<file path="src/hw/lms_pkg.sv">
// package: constants and types for the loop message, status and service request block
package lms_pkg;
    // status byte bit positions
    localparam int BIT_DATA_READY   = 0;
    localparam int BIT_BAD_RANGE    = 1;
    localparam int BIT_SYNTAX       = 2;
    localparam int BIT_INTERNAL     = 3;
    localparam int BIT_PANEL_SRQ    = 4;
    localparam int BIT_CAL_FAIL     = 5;
    localparam int BIT_RQS          = 6;
    localparam int BIT_POWER_ON     = 7;
    // mask values loaded on clear and reset
    localparam logic [7:0] MASK_CLEAR    = 8'h00;
    localparam logic [7:0] MASK_POWER_ON = 8'h80;
    // programmable mask bits 0 to 5 only
    localparam logic [7:0] MASK_PROG_BITS = 8'h3F;
    // bits cleared by a serial poll: 2, 4, 5, 7
    localparam logic [7:0] POLL_CLEAR_BITS = 8'hB4;
    // reset value of the sticky status bits
    localparam logic [7:0] STATUS_RESET = 8'h00;
    // link state along the usual path, gray coded
    typedef enum logic [1:0] {
        LMS_LOCAL       = 2'b00,
        LMS_REMOTE      = 2'b01,
        LMS_REMOTE_LOCK = 2'b11,
        LMS_LOCAL_LOCK  = 2'b10
    } lms_rl_e;
endpackage

</file>
<file path="src/hw/lms_loop_status.sv">
// module: loop message response, status byte and service request logic
`timescale 1ns/10ps
`default_nettype none
module lms_loop_status (
    // clock and reset
    input  wire logic       CLK_SYS,
    input  wire logic       RST,
    // loop messages, one-cycle pulses from the loop logic, plus the listen-addressed level
    input  wire logic       MSG_TRIGGER,
    input  wire logic       MSG_CLEAR,
    input  wire logic       MSG_REMOTE,
    input  wire logic       MSG_LOCAL,
    input  wire logic       MSG_LOCKOUT,
    input  wire logic       MSG_CLEAR_LOCKOUT,
    input  wire logic       MSG_SERIAL_POLL,
    input  wire logic       LISTEN_ADDRESSED,
    // mask program code, pulse with two octal digits
    input  wire logic       MASK_WRITE,
    input  wire logic [5:0] MASK_CODE,
    // front panel buttons and other trigger sources, raw pins
    input  wire logic       BTN_LOCAL,
    input  wire logic       BTN_SRQ,
    input  wire logic       BTN_OTHER,
    input  wire logic       PANEL_TRIGGER,
    input  wire logic       POWER_ON_SRQ_SWITCH,
    // measurement side events, same clock
    input  wire logic       MEAS_DONE,
    input  wire logic       READING_READY,
    input  wire logic       READING_TAKEN,
    input  wire logic       READING_LOST,
    input  wire logic       RANGE_INVALID,
    input  wire logic       RANGE_VALID,
    input  wire logic       CODE_INVALID,
    input  wire logic       SELFTEST_FAIL,
    input  wire logic       CONVERTER_FAIL,
    input  wire logic       CHECKSUM_FAIL,
    input  wire logic       CAL_FAIL,
    // outputs
    output logic            MEAS_START,
    output logic            MEAS_BUSY,
    output logic            CONFIG_RESTORE,
    output logic            PANEL_ENABLE,
    output logic            PANEL_KEY,
    output logic            REMOTE_INDICATOR,
    output logic            SRQ_INDICATOR,
    output logic            SRQ_OUT,
    output logic [7:0]      SERVICE_CONDITION_BYTE,
    output logic [7:0]      SRQ_MASK
);

    ////////////////////////////////////////////////////////////////////////////
    // pin synchronisers: first stage read only by the second stage
    logic [4:0] sync_a;
    logic [4:0] sync_b;
    logic [4:0] sync_c;

    always_ff @(posedge CLK_SYS or posedge RST) begin
        if (RST) begin
            sync_a <= 5'h00;
            sync_b <= 5'h00;
            sync_c <= 5'h00;
        end else begin
            sync_a <= {POWER_ON_SRQ_SWITCH, PANEL_TRIGGER, BTN_OTHER, BTN_SRQ, BTN_LOCAL};
            sync_b <= sync_a;
            sync_c <= sync_b;
        end
    end

    logic pwr_sw;
    logic press_local;
    logic press_srq;
    logic press_other;
    logic press_trig;
    // edge detection on the synchronised level, so a held button acts once
    assign pwr_sw      = sync_b[4];
    assign press_local = sync_b[0] & ~sync_c[0];
    assign press_srq   = sync_b[1] & ~sync_c[1];
    assign press_other = sync_b[2] & ~sync_c[2];
    assign press_trig  = sync_b[3] & ~sync_c[3];

    ////////////////////////////////////////////////////////////////////////////
    // remote / lockout state
    lms_pkg::lms_rl_e rl;
    lms_pkg::lms_rl_e next_rl;
    logic             is_remote;
    logic             is_locked;
    logic             local_ok;
    logic             srq_ok;
    logic             other_ok;

    assign is_remote = (rl == lms_pkg::LMS_REMOTE) || (rl == lms_pkg::LMS_REMOTE_LOCK);
    assign is_locked = (rl == lms_pkg::LMS_REMOTE_LOCK) || (rl == lms_pkg::LMS_LOCAL_LOCK);
    // button gating: remote blocks ordinary keys, remote plus lockout blocks all
    assign other_ok = ~is_remote;
    assign local_ok = ~(is_remote & is_locked);
    assign srq_ok   = ~(is_remote & is_locked);

    // clear-lockout wins over local, which wins over lockout; in the local states remote is taken even with local in the same cycle
    always_comb begin
        next_rl = rl;
        unique case (rl)
            lms_pkg::LMS_LOCAL: begin
                if (MSG_REMOTE) next_rl = lms_pkg::LMS_REMOTE;
            end
            lms_pkg::LMS_REMOTE: begin
                if (MSG_LOCAL || MSG_CLEAR_LOCKOUT || (press_local && local_ok)) begin
                    next_rl = lms_pkg::LMS_LOCAL;
                end else if (MSG_LOCKOUT) begin
                    next_rl = lms_pkg::LMS_REMOTE_LOCK;
                end
            end
            lms_pkg::LMS_REMOTE_LOCK: begin
                if (MSG_CLEAR_LOCKOUT) next_rl = lms_pkg::LMS_LOCAL;
                else if (MSG_LOCAL) next_rl = lms_pkg::LMS_LOCAL_LOCK;
            end
            lms_pkg::LMS_LOCAL_LOCK: begin
                if (MSG_CLEAR_LOCKOUT) next_rl = lms_pkg::LMS_LOCAL;
                else if (MSG_REMOTE) next_rl = lms_pkg::LMS_REMOTE_LOCK;
            end
        endcase
    end

    always_ff @(posedge CLK_SYS or posedge RST) begin
        if (RST) rl <= lms_pkg::LMS_LOCAL;
        else     rl <= next_rl;
    end

    ////////////////////////////////////////////////////////////////////////////
    // status byte, mask and request
    logic [7:0] status;
    logic [7:0] next_status;
    logic [7:0] mask;
    logic [7:0] next_mask;
    logic       srq;
    logic       next_srq;
    // one-hot walk of the first three edges after reset; the top bit marks the
    // cycle in which the switch has first crossed the synchroniser
    logic [2:0] pwr_pending;
    logic [2:0] next_pwr_pending;
    logic       rqs;

    // request flag is any status bit with its mask bit, plus the power-on bit
    function automatic logic req_match(input logic [7:0] st, input logic [7:0] mk);
        req_match = (|(st[5:0] & mk[5:0])) | st[lms_pkg::BIT_POWER_ON];
    endfunction

    always_comb begin
        next_pwr_pending = {pwr_pending[1:0], 1'b0};
        next_status      = status;
        next_mask        = mask;
        // a serial poll clears the transient bits first, new events then win
        if (MSG_SERIAL_POLL) next_status = status & ~lms_pkg::POLL_CLEAR_BITS;
        // power-on bit, caught once the switch level is through both sync stages;
        // reading it earlier would see the reset zero and lose the power-on request
        if (pwr_pending[2] && pwr_sw) next_status[lms_pkg::BIT_POWER_ON] = 1'b1;
        if (READING_TAKEN || READING_LOST) begin
            next_status[lms_pkg::BIT_DATA_READY] = 1'b0;
        end else if (READING_READY) begin
            next_status[lms_pkg::BIT_DATA_READY] = 1'b1;
        end
        if (RANGE_INVALID) next_status[lms_pkg::BIT_BAD_RANGE] = 1'b1;
        else if (RANGE_VALID) next_status[lms_pkg::BIT_BAD_RANGE] = 1'b0;
        if (CODE_INVALID) next_status[lms_pkg::BIT_SYNTAX] = 1'b1;
        // internal error has no clear of its own until a device clear
        if (SELFTEST_FAIL || CONVERTER_FAIL || CHECKSUM_FAIL) begin
            next_status[lms_pkg::BIT_INTERNAL] = 1'b1;
        end
        if (press_srq && srq_ok) next_status[lms_pkg::BIT_PANEL_SRQ] = 1'b1;
        if (CAL_FAIL) next_status[lms_pkg::BIT_CAL_FAIL] = 1'b1;
        if (MASK_WRITE) begin
            next_mask = {2'b00, MASK_CODE} & lms_pkg::MASK_PROG_BITS;
        end
        // device clear returns the status to its reset value; power-on bit and mask bit 7 follow the switch
        if (MSG_CLEAR) begin
            next_status = lms_pkg::STATUS_RESET;
            next_status[lms_pkg::BIT_POWER_ON] = pwr_sw;
            next_mask = pwr_sw ? lms_pkg::MASK_POWER_ON : lms_pkg::MASK_CLEAR;
        end
        next_status[lms_pkg::BIT_RQS] = 1'b0;
    end

    // flag: mask gates every condition except power-on
    assign rqs = req_match(next_status, next_mask);

    always_comb begin
        next_srq = srq;
        if (MSG_SERIAL_POLL) next_srq = 1'b0;
        // data taken or lost withdraws the request unless another condition still asks
        if ((READING_TAKEN || READING_LOST) && !rqs) next_srq = 1'b0;
        // rising flag raises the request; it holds until a poll, a device clear or the withdrawal above
        if (rqs && !req_match(status, mask)) next_srq = 1'b1;
        if (MSG_CLEAR) next_srq = rqs;
    end

    always_ff @(posedge CLK_SYS or posedge RST) begin
        if (RST) begin
            status      <= lms_pkg::STATUS_RESET;
            mask        <= lms_pkg::MASK_CLEAR;
            srq         <= 1'b0;
            pwr_pending <= 3'h1;
        end else begin
            status      <= next_status;
            mask        <= next_mask;
            srq         <= next_srq;
            pwr_pending <= next_pwr_pending;
        end
    end

    ////////////////////////////////////////////////////////////////////////////
    // measurement trigger: loop trigger has priority and restarts a busy cycle
    logic busy;
    logic next_busy;
    logic start;
    logic next_start;
    logic loop_trig;

    assign loop_trig = MSG_TRIGGER & LISTEN_ADDRESSED;

    always_comb begin
        next_start = 1'b0;
        next_busy  = busy;
        if (loop_trig) begin
            next_start = 1'b1;
            next_busy  = 1'b1;
        end else if (press_trig && other_ok && !busy) begin
            next_start = 1'b1;
            next_busy  = 1'b1;
        end else if (MEAS_DONE) begin
            next_busy = 1'b0;
        end
        if (MSG_CLEAR) begin
            next_start = 1'b0;
            next_busy  = 1'b0;
        end
    end

    always_ff @(posedge CLK_SYS or posedge RST) begin
        if (RST) begin
            busy  <= 1'b0;
            start <= 1'b0;
        end else begin
            busy  <= next_busy;
            start <= next_start;
        end
    end

    ////////////////////////////////////////////////////////////////////////////
    // registered outputs
    always_ff @(posedge CLK_SYS or posedge RST) begin
        if (RST) begin
            MEAS_START             <= 1'b0;
            MEAS_BUSY              <= 1'b0;
            CONFIG_RESTORE         <= 1'b0;
            PANEL_ENABLE           <= 1'b1;
            PANEL_KEY              <= 1'b0;
            REMOTE_INDICATOR       <= 1'b0;
            SRQ_INDICATOR          <= 1'b0;
            SRQ_OUT                <= 1'b0;
            SERVICE_CONDITION_BYTE <= lms_pkg::STATUS_RESET;
            SRQ_MASK               <= lms_pkg::MASK_CLEAR;
        end else begin
            MEAS_START       <= start;
            MEAS_BUSY        <= busy;
            // configuration is kept on entering remote; only a clear restores it
            CONFIG_RESTORE   <= MSG_CLEAR;
            PANEL_ENABLE     <= ~(next_rl == lms_pkg::LMS_REMOTE
                                 || next_rl == lms_pkg::LMS_REMOTE_LOCK);
            PANEL_KEY        <= press_other & other_ok;
            REMOTE_INDICATOR <= (next_rl == lms_pkg::LMS_REMOTE
                                 || next_rl == lms_pkg::LMS_REMOTE_LOCK);
            SRQ_INDICATOR    <= rqs;
            SRQ_OUT          <= next_srq;
            SERVICE_CONDITION_BYTE <= {next_status[7], rqs, next_status[5:0]};
            SRQ_MASK         <= next_mask;
        end
    end

endmodule
`default_nettype wire

</file>
<file path="config.mk">
export PLATFORM = sky130hd
export DESIGN_NAME = lms_loop_status
export DESIGN_NICKNAME = d
export VERILOG_FILES = /design/src/hw/lms_pkg.sv /design/src/hw/lms_loop_status.sv
export SDC_FILE = /design/constraint.sdc
export NUM_CORES = 1
export LEC_CHECK = 0
export BUFFER_PORTS_ARGS = -buffer_cell sky130_fd_sc_hd__buf_2
export CAP_MARGIN = 0
export CORE_MARGIN = 8
export CORE_UTILIZATION = 51
export DETAILED_ROUTE_END_ITERATION = 6
export HOLD_SLACK_MARGIN = 0.15
export PLACE_DENSITY = 0.8
export SYNTH_ARGS = -nofsm -noshare
export SYNTH_HDL_FRONTEND = slang
export SYNTH_SLANG_ARGS = --single-unit
</file>
<file path="constraint.sdc">
create_clock -name CLK_SYS -period 2.1 [get_ports CLK_SYS]
set_input_delay 0.105 -clock CLK_SYS [delete_from_list [all_inputs] [get_ports CLK_SYS]]
set_output_delay 0.105 -clock CLK_SYS [all_outputs]
set_load 0.05 [all_outputs]
</file>
# --- Word level (Yosys, flattened, before mapping) ---
# Index checks and enable logic that the tools add are counted.
op_classes:
  reduce_logical: 24
  eq_ne: 5
  bitwise_logic: 18
  mux: 33
op_table:
  columns: ["op", "count"]
  rows:
  - ["$mux 8", 5]
  - ["$mux 1", 20]
  - ["$mux 2", 7]
  - ["$and 6x6->6", 2]
  - ["$reduce_or 6->1", 2]
  - ["$logic_or 1x1->1", 8]
  - ["$pmux 2 s4", 1]
  - ["$reduce_bool 4->1", 2]
  - ["$and 1x1->1", 7]
  - ["$logic_and 1x1->1", 7]
  - ["$not 1->1", 7]
  - ["$eq 2x2->1 const B", 3]
  - ["$eq 2x1->1 const B", 2]
  - ["$logic_not 1->1", 3]
  - ["$logic_not 2->1", 1]
  - ["$or 1x1->1", 2]
  - ["$reduce_bool 2->1", 1]
word_totals:
  output_inout_bits: 24
  in_bits: 33
  ff_bits: 52
  wordCells: 99

# --- Longest topological paths before layout ---
# Gate-level depths: netlist of the first run.
depth:
  ltp_word: 15
  ltp_mapped: 6
  depth_no_buf: 5

# --- Least setup slack after synthesis of the first run ---
# OpenSTA, ideal clock, no wires.
synth_timing:
  path_kind: "flip-flop to flip-flop"
  from: "register, netlist name SERVICE_CONDITION_BYTE[4]"
  to: "register SRQ_OUT"
  stages_incl_launch_ff: 5
  n_path_buf: 0
  period_less_slack_ns: 1.532
  arrival_ns: 1.410
  required_ns: 1.978
  setup_ns: 0.122
  slack_ns: 0.568
  path_cell_list: "dfrtp_1 -> a32o_1 -> a221oi_2 -> nand4_1 -> a32o_1"
synth_lines:
  columns: ["item", "line_no", "text"]
  rows:
  - ["end signal, assigned", "lms_loop_status.sv:272", "SRQ_OUT <= next_srq;"]
  - ["end, declared", "lms_loop_status.sv:46", "output logic SRQ_OUT,"]

==> flow_summary_export.csv, run 1 <==
group,metric,value,unit
finish,layout.cells.non_filler,236,
floorplan,start_util,54.1,%
place,hpwlAfterDp,2610,um
sta,hold-worst-slack,0.182,ns
floorplan,die_h,70.3,um
worst_setup_path,critPathKind,"reg2reg",
floorplan,die_w,70.3,um
finish,fill_cells,170,
worst_setup_path,cp-start-kind,"flip-flop",
cts,clockBufferDepth,2,
synthesis,seq_area_frac_synth,71.7,%
grt,grt_pass1_wl,6620,um
min_path,holdCritPathClass,"in2reg",
cts,cts_tree,"done",
power,p_per_area,865,nW/um2
finish,final_common_cell,"buf_2",
sta,finClkSkew,0.0120,ns
synthesis,synth-edff-count,0,
grt,antenna_found_initial,0,
sta,hold_viol_final,0,
drt,drt_iter0_drc,99,
min_path,min_from,"READING_LOST",
synthesis,yosysUniqueCellTypes,30,
job,drv_cap,0,
cts,cts_resized,0,
power,ir_drop,0.910,mV
finish,layout.cells.most_common_list,"buf_2, dfrtp_1, dlygate4sd3_1",
floorplan,core,2780,um2
worst_setup_path,critPathLaunch,"SERVICE_CONDITION_BYTE[1]$_DFF_PP0_",
sta,relSlewSlack,35.1,%
synthesis,yosysTopAreaCell,"dfrtp_1",
synthesis,yosysWarnings,0,
finish,synthToLayoutAreaGrowth,47.4,%
worst_setup_path,end_kind,"flip-flop",
synthesis,postSynth.asyncResetShare,100,%
drt,dr.pass1.iters,4,
sta,timing.setup.tns,0,ns
synthesis,ys_ff_latch,43,
drt,wl,4020,um
finish,drive_above_1_share,34.1,%
grt,grt.total_usage,16.8,%
sta,post-route-period-util,88.9,%
cts,clkLatencyLatePin,0.35,ns
drt,wire_per_inst,17.0,um
sta,max_freq,535,MHz
place,io_buffers,55,
synthesis,synth.avg_cell_area,13.3,um2
power,power.leakage,0.00112,uW
cts,clkTransAtPathRegs,0.13,ns
floorplan,die_area,4940,um2
synthesis,synth_area,1500,um2
finish,diodes,0,
synthesis,ys.flop_type,"dfrtp_1",
place,gp_congestion,0.852,
place,placed_area,1800,um2
drt,viasPerCell,5.25,
worst_setup_path,cp.required,2.35,ns
synthesis,yosys-top-cells-area,"dfrtp_1, mux2i_1, nor2_1, dfstp_2, a21oi_1",
synthesis,synth_top_cell_area_share,68.2,%
sta,final.min_clock_period,1.87,ns
synthesis,synth_cells,113,
finish,nets,237,
grt,grt_max_degree,31,
grt,overflow,0,
worst_setup_path,cp_max_fo,3,
worst_setup_path,rr_startpoint,"SERVICE_CONDITION_BYTE[1]$_DFF_PP0_",
drt,drc,0,
cts,cts_buffers,5,
place,place_inst,197,
cts,cts_sinks,43,
grt,grt_pass1_vias,1401,
sta,rsz0062_at_grt,"false",
sta,slew_viol_final,0,
floorplan,ios,57,
drt,postRouteAntennaNets,0,
status,status,"finished, final reports clean",
sta,worstMarginPinSlew,0.968,ns
worst_setup_path,worstPathArrival,2.12,ns
floorplan,rows,19,
sta,setup_violations,0,
finish,final_area,2220,um2
cts,htree_levels,2,
drt,vias,1238,
cts,cts_root_buf,"clkbuf_4",
## layout make-up
cell class                      instances  area (um2)  area share, %
Clock inverter                          3        67.6           3.05
Sequential cell                        43        1080           48.6
Clock buffer                            5        37.5           1.69
Tap cell                               31        38.8           1.75
Inverter                                4        15.0          0.677
Multi-Input combinational cell         62         379           17.1
Timing Repair Buffer                   88         601           27.1
## report_power, final
group	internal (uW)	total [uW]	leakage [uW]	switching (uW)
Sequential	888	921	0.000526	33.1
Combinational	124	361	0.000542	236
Clock	370	637	0.0000514	267
Total	1380	1920	0.00112	536
## what timing repair did
action,CTS,global route
hold endpoints to repair,52,0
setup buffers,0,0
hold buffers,31,0
## critical path, cell delays in order, from the launching register on
cell	delay, ns
dfrtp_1	0.42
a21oi_1	0.18
dlygate4sd3_1	0.57
nor2_1	0.04
dlygate4sd3_1	0.56
## logic make-up after synthesis
logic type,Yosys count,share of synthesized area (%)
AO/OA/AOI/OAI,21,9.82
buffers and inverters,9,3.33
flip-flops,43,71.7
multiplexers,6,3.99
other,1,0.249
AND/OR/NAND/NOR,33,10.9
## Yosys cell counts, types with 2 or more instances
| library cell | count |
|---|---|
| buf_4 | 2 |
| mux2i_1 | 6 |
| dfstp_2 | 2 |
| nor4_1 | 2 |
| nor2b_1 | 2 |
| dfrtp_1 | 41 |
| inv_1 | 4 |
| a21o_1 | 2 |
| o21ai_0 | 4 |
| a21oi_1 | 7 |
| a32o_1 | 2 |
| nor3_1 | 2 |
| nor2_1 | 15 |
| nand2b_1 | 5 |
| nand2_1 | 2 |
## through the flow
step	setup slack (ns)	utilization (%)	total power [uW]
floorplan	0.568	-	1150
CTS	0.261	79.7	1930
global placement	0.648	64.8	1240
global route	0.161	79.7	1980
finish	0.232	79.7	1920
detailed placement	0.560	64.8	1250
## layer usage
layer	track usage, %	vias to the layer above	part of all wire (%)
li1	-	563	-
met1	17.5	612	38
met2	29.8	52	53
met3	5.37	11	6.4
met4	7.37	0	2.4
met5	0	-	0
## final timing paths
| path | endpoint | slack, ns | depth (start not counted) |
|---|---|---|---|
| max | SERVICE_CONDITION_BYTE[1]$_DFF_PP0_ | 0.23 | 4 |
| min | SRQ_OUT$_DFFE_PP0P_ | 0.18 | 3 |
| max reg2reg | SERVICE_CONDITION_BYTE[1]$_DFF_PP0_ | 0.23 | 4 |
| min reg2reg | sync_b[3]$_DFF_PP0_ | 0.36 | 0 |
| max in group asynchronous | SERVICE_CONDITION_BYTE[0]$_DFF_PP0_ | 1.13 | 4 |
| min in group asynchronous | status[7]$_DFF_PP0_ | 0.38 | 3 |
## sequential cells by signal, summed over array words and instances, names as in the netlist, 2 cells and up
signal                  count
rl                          2
sync_c                      4
pwr_pending                 3
SRQ_MASK                    7
SERVICE_CONDITION_BYTE      7
sync_b                      5
sync_a                      5
Power figures use the tool's default switching activity.
==> run 2, diff against run 1 <==
Settings changed: ABC_AREA from default to 1, CAP_MARGIN 0 to 20, CORE_UTILIZATION 51 to 52, GPL_TIMING_DRIVEN from default to 0.
==> run 2 against run 1 <==
  * Core utilization rose by 2.1 points
  * Register-to-register slack improved by 0.37 ns
  * Critical endpoint is now SERVICE_CONDITION_BYTE[0]$_DFF_PP0_
  * Die area rose by 5.0%
  * Cell count rose by 33%
  * Total power rose by 1.6%
  * Critical path type is now in2reg
  * Area after synthesis rose by 8.6%
  * Critical path depth rose by 3
  * Largest power group unchanged
  * Via count rose by 20%
  * Clock power fell by 16%
  * Clock skew fell by 0.0036 ns
==> flow_summary_export.csv, run 2 <==
group,metric,value,unit
floorplan,ios,57,
synthesis,postSynth.asyncResetShare,100,%
synthesis,ys_top_cells_by_count,"dfrtp_1, nand2_1, nor2_1",
synthesis,yosysUniqueCellTypes,25,
sta,timing.setup.tns,0,ns
cts,cts_buffers,5,
worst_setup_path,end_kind,"flip-flop",
finish,synthToLayoutAreaGrowth,51.8,%
min_path,holdCritPathClass,"in2reg",
job,drv_cap,0,
place,hpwlAfterDp,2620,um
worst_setup_path,cp_max_fo,2,
place,io_buffers,54,
power,p_per_area,786,nW/um2
drt,wl,4430,um
cts,clkTransAtPathRegs,0.12,ns
synthesis,synth-edff-count,0,
floorplan,rows,20,
synthesis,synth.avg_cell_area,9.96,um2
min_path,min_delay_path_depth,3,
finish,final_util,81.9,%
power,p_seq_share,48.6,%
floorplan,start_util,53.9,%
drt,drc,0,
cts,clkLatencyLatePin,0.34,ns
drt,vias,1480,
finish,final_common_cell,"buf_2",
power,power.leakage,0.00133,uW
finish,diodes,0,
floorplan,core,3030,um2
synthesis,ys.flop_type,"dfrtp_1",
synthesis,synth_top_cell_area_share,62.8,%
sta,hold_viol_final,0,
finish,reg.largest.list,"SERVICE_CONDITION_BYTE (7), SRQ_MASK (7)",
power,p_clk_share,27.4,%
cts,cts_sinks,43,
worst_setup_path,cp.required,2.39,ns
cts,htree_levels,2,
sta,slew_viol_final,0,
power,pwr-share-comb,24.0,%
sta,finClkSkew,0.00836,ns
synthesis,synth_area,1630,um2
worst_setup_path,worstPathArrival,2.21,ns
grt,overflow,0,
grt,grt_max_degree,44,
floorplan,die_w,72.0,um
floorplan,die_area,5190,um2
power,switchingPower,594,uW
sta,rsz0062_at_grt,"false",
min_path,min_to,"PANEL_ENABLE$_DFF_PP1_",
synthesis,yosysTopAreaCell,"dfrtp_1",
synthesis,seq_area_frac_synth,66.1,%
sta,max_freq,520,MHz
grt,antenna_found_initial,0,
worst_setup_path,r2r_cells,5,
cts,clockBufferDepth,2,
worst_setup_path,critPathKind,"in2reg",
place,gp_congestion,0.871,
finish,layout.cells.most_common_list,"buf_2, dlygate4sd3_1, dfrtp_1",
sta,relSlewSlack,43.5,%
drt,wire_per_inst,14.1,um
synthesis,yosys-top-cells-area,"dfrtp_1, nand2_1, nor2_1, inv_1, dfstp_2",
finish,fill_cells,171,
power,sw_frac_of_total,30.5,%
min_path,min_from,"MSG_LOCAL",
worst_setup_path,worst_r2r_endpoint,"rl[1]$_DFF_PP0_",
drt,viasPerCell,4.71,
grt,grt.total_usage,18.6,%
synthesis,synth_cells,164,
worst_setup_path,cp-start-kind,"input pin",
synthesis,synth.most_common_cell,"dfrtp_1",
drt,postRouteAntennaNets,0,
power,ir_drop,0.687,mV
finish,drive_above_1_share,28.5,%
drt,dr.pass1.iters,4,
cts,cts_tree,"done",
worst_setup_path,rr_startpoint,"rl[0]$_DFF_PP0_",
drt,drt_iter0_drc,115,
synthesis,ys_ff_latch,43,
worst_setup_path,rrSetupSlack,0.60,ns
sta,worstMarginPinSlew,0.847,ns
sta,final.min_clock_period,1.92,ns
sta,post-route-period-util,91.6,%
grt,grt_pass1_wl,7440,um
floorplan,die_h,72.0,um
status,status,"finished, final reports clean",
cts,cts_root_buf,"clkbuf_4",
synthesis,yosysWarnings,0,
grt,grt_pass1_vias,1579,
sta,setup_violations,0,
power,intPower,1360,uW
finish,nets,302,
power,totalPowerFinal,1950,uW
sta,hold-worst-slack,0.240,ns
==> run 2: cell types whose count changed after synthesis, moves of 3 or more <==
cell,before,now
inv_1,4,21
nand3_1,1,8
nand2_1,2,36
mux2i_1,6,0
nand2b_1,5,0
o21ai_0,4,1
nor2_1,15,23
==> run 2: routing by layer <==
layer | global-route usage (%) | wire (um)
met1 | 19.4 | 1700
met2 | 32.0 | 2310
met3 | 8.26 | 349
met4 | 7.03 | 76
met5 | 0 | 0
==> run 2: worst max path at each step <==
stage / slack [ns] / to / depth (start not counted) / from
2_1_floorplan: 0.82 / SRQ_OUT$_DFFE_PP0P_ / 7 / status[7]$_DFF_PP0_
3_3_place_gp: 0.48 / SRQ_MASK[2]$_DFF_PP0_ / 2 / RST
3_5_place_dp: 0.92 / rl[0]$_DFF_PP0_ / 5 / sync_c[0]$_DFF_PP0_
4_1_cts: 0.06 / busy$_DFFE_PP0P_ / 6 / rl[0]$_DFF_PP0_
5_1_grt: 0.18 / SERVICE_CONDITION_BYTE[0]$_DFF_PP0_ / 7 / READING_LOST
6_report: 0.18 / SERVICE_CONDITION_BYTE[0]$_DFF_PP0_ / 7 / READING_LOST
==> run 2: area by class of cell <==
class / count / area [um2] / share of cell area (%)
tap: 44 / 55.1 / 2.22
multi-input combinational: 95 / 434 / 17.5
sequential: 43 / 1080 / 43.5
buffer: 4 / 37.5 / 1.51
clock buffer: 6 / 51.3 / 2.07
clock inverter: 2 / 35.0 / 1.41
inverter: 23 / 88.8 / 3.58
timing repair buffer: 97 / 698 / 28.2
==> run 2: stage by stage <==
| stage | setup WS, ns | area (um2) | cells |
|---|---|---|---|
| 5_1_grt | 0.183 | 2480 | 314 |
| 3_5_place_dp | 0.919 | 1960 | 263 |
| 3_3_place_gp | 0.485 | 1960 | 263 |
| 6_report | 0.176 | 2480 | 314 |
| 4_1_cts | 0.0574 | 2470 | 313 |
| 2_1_floorplan | 0.820 | 1640 | 165 |
==> run 2: power groups by stage <==
stage	Sequential [uW]	Clock, uW	Combinational, uW
after floorplan	1100	0	131
after global placement	957	0	371
after detailed placement	963	0	378
after CTS	947	544	454
after global routing	955	585	502
final	947	535	468
==> run 2: cells by family (layout without fill, tap and decap cells) <==
group / count (synthesis) / in the layout / synth area share, %
AO/OA/AOI/OAI: 15 / 15 / 5.67
buffers and inverters: 27 / 132 / 7.74
flip-flops: 43 / 43 / 66.1
other: 1 / 2 / 0.230
AND/OR/NAND/NOR: 78 / 78 / 20.3
==> run 2: repair_timing <==
action	in CTS	in global routing
resized for setup	0	1
hold buffers	42	1
buffers inserted	0	1
setup endpoints to repair	0	1
endpoints found under the hold margin	67	1
==> run 2: worst max-delay path, cell delays in order <==
cell,delay (ns)
dlygate4sd3_1,0.55
buf_2,0.13
inv_1,0.08
nand2_1,0.08
dlygate4sd3_1,0.57
nor3_1,0.14
dlygate4sd3_1,0.57
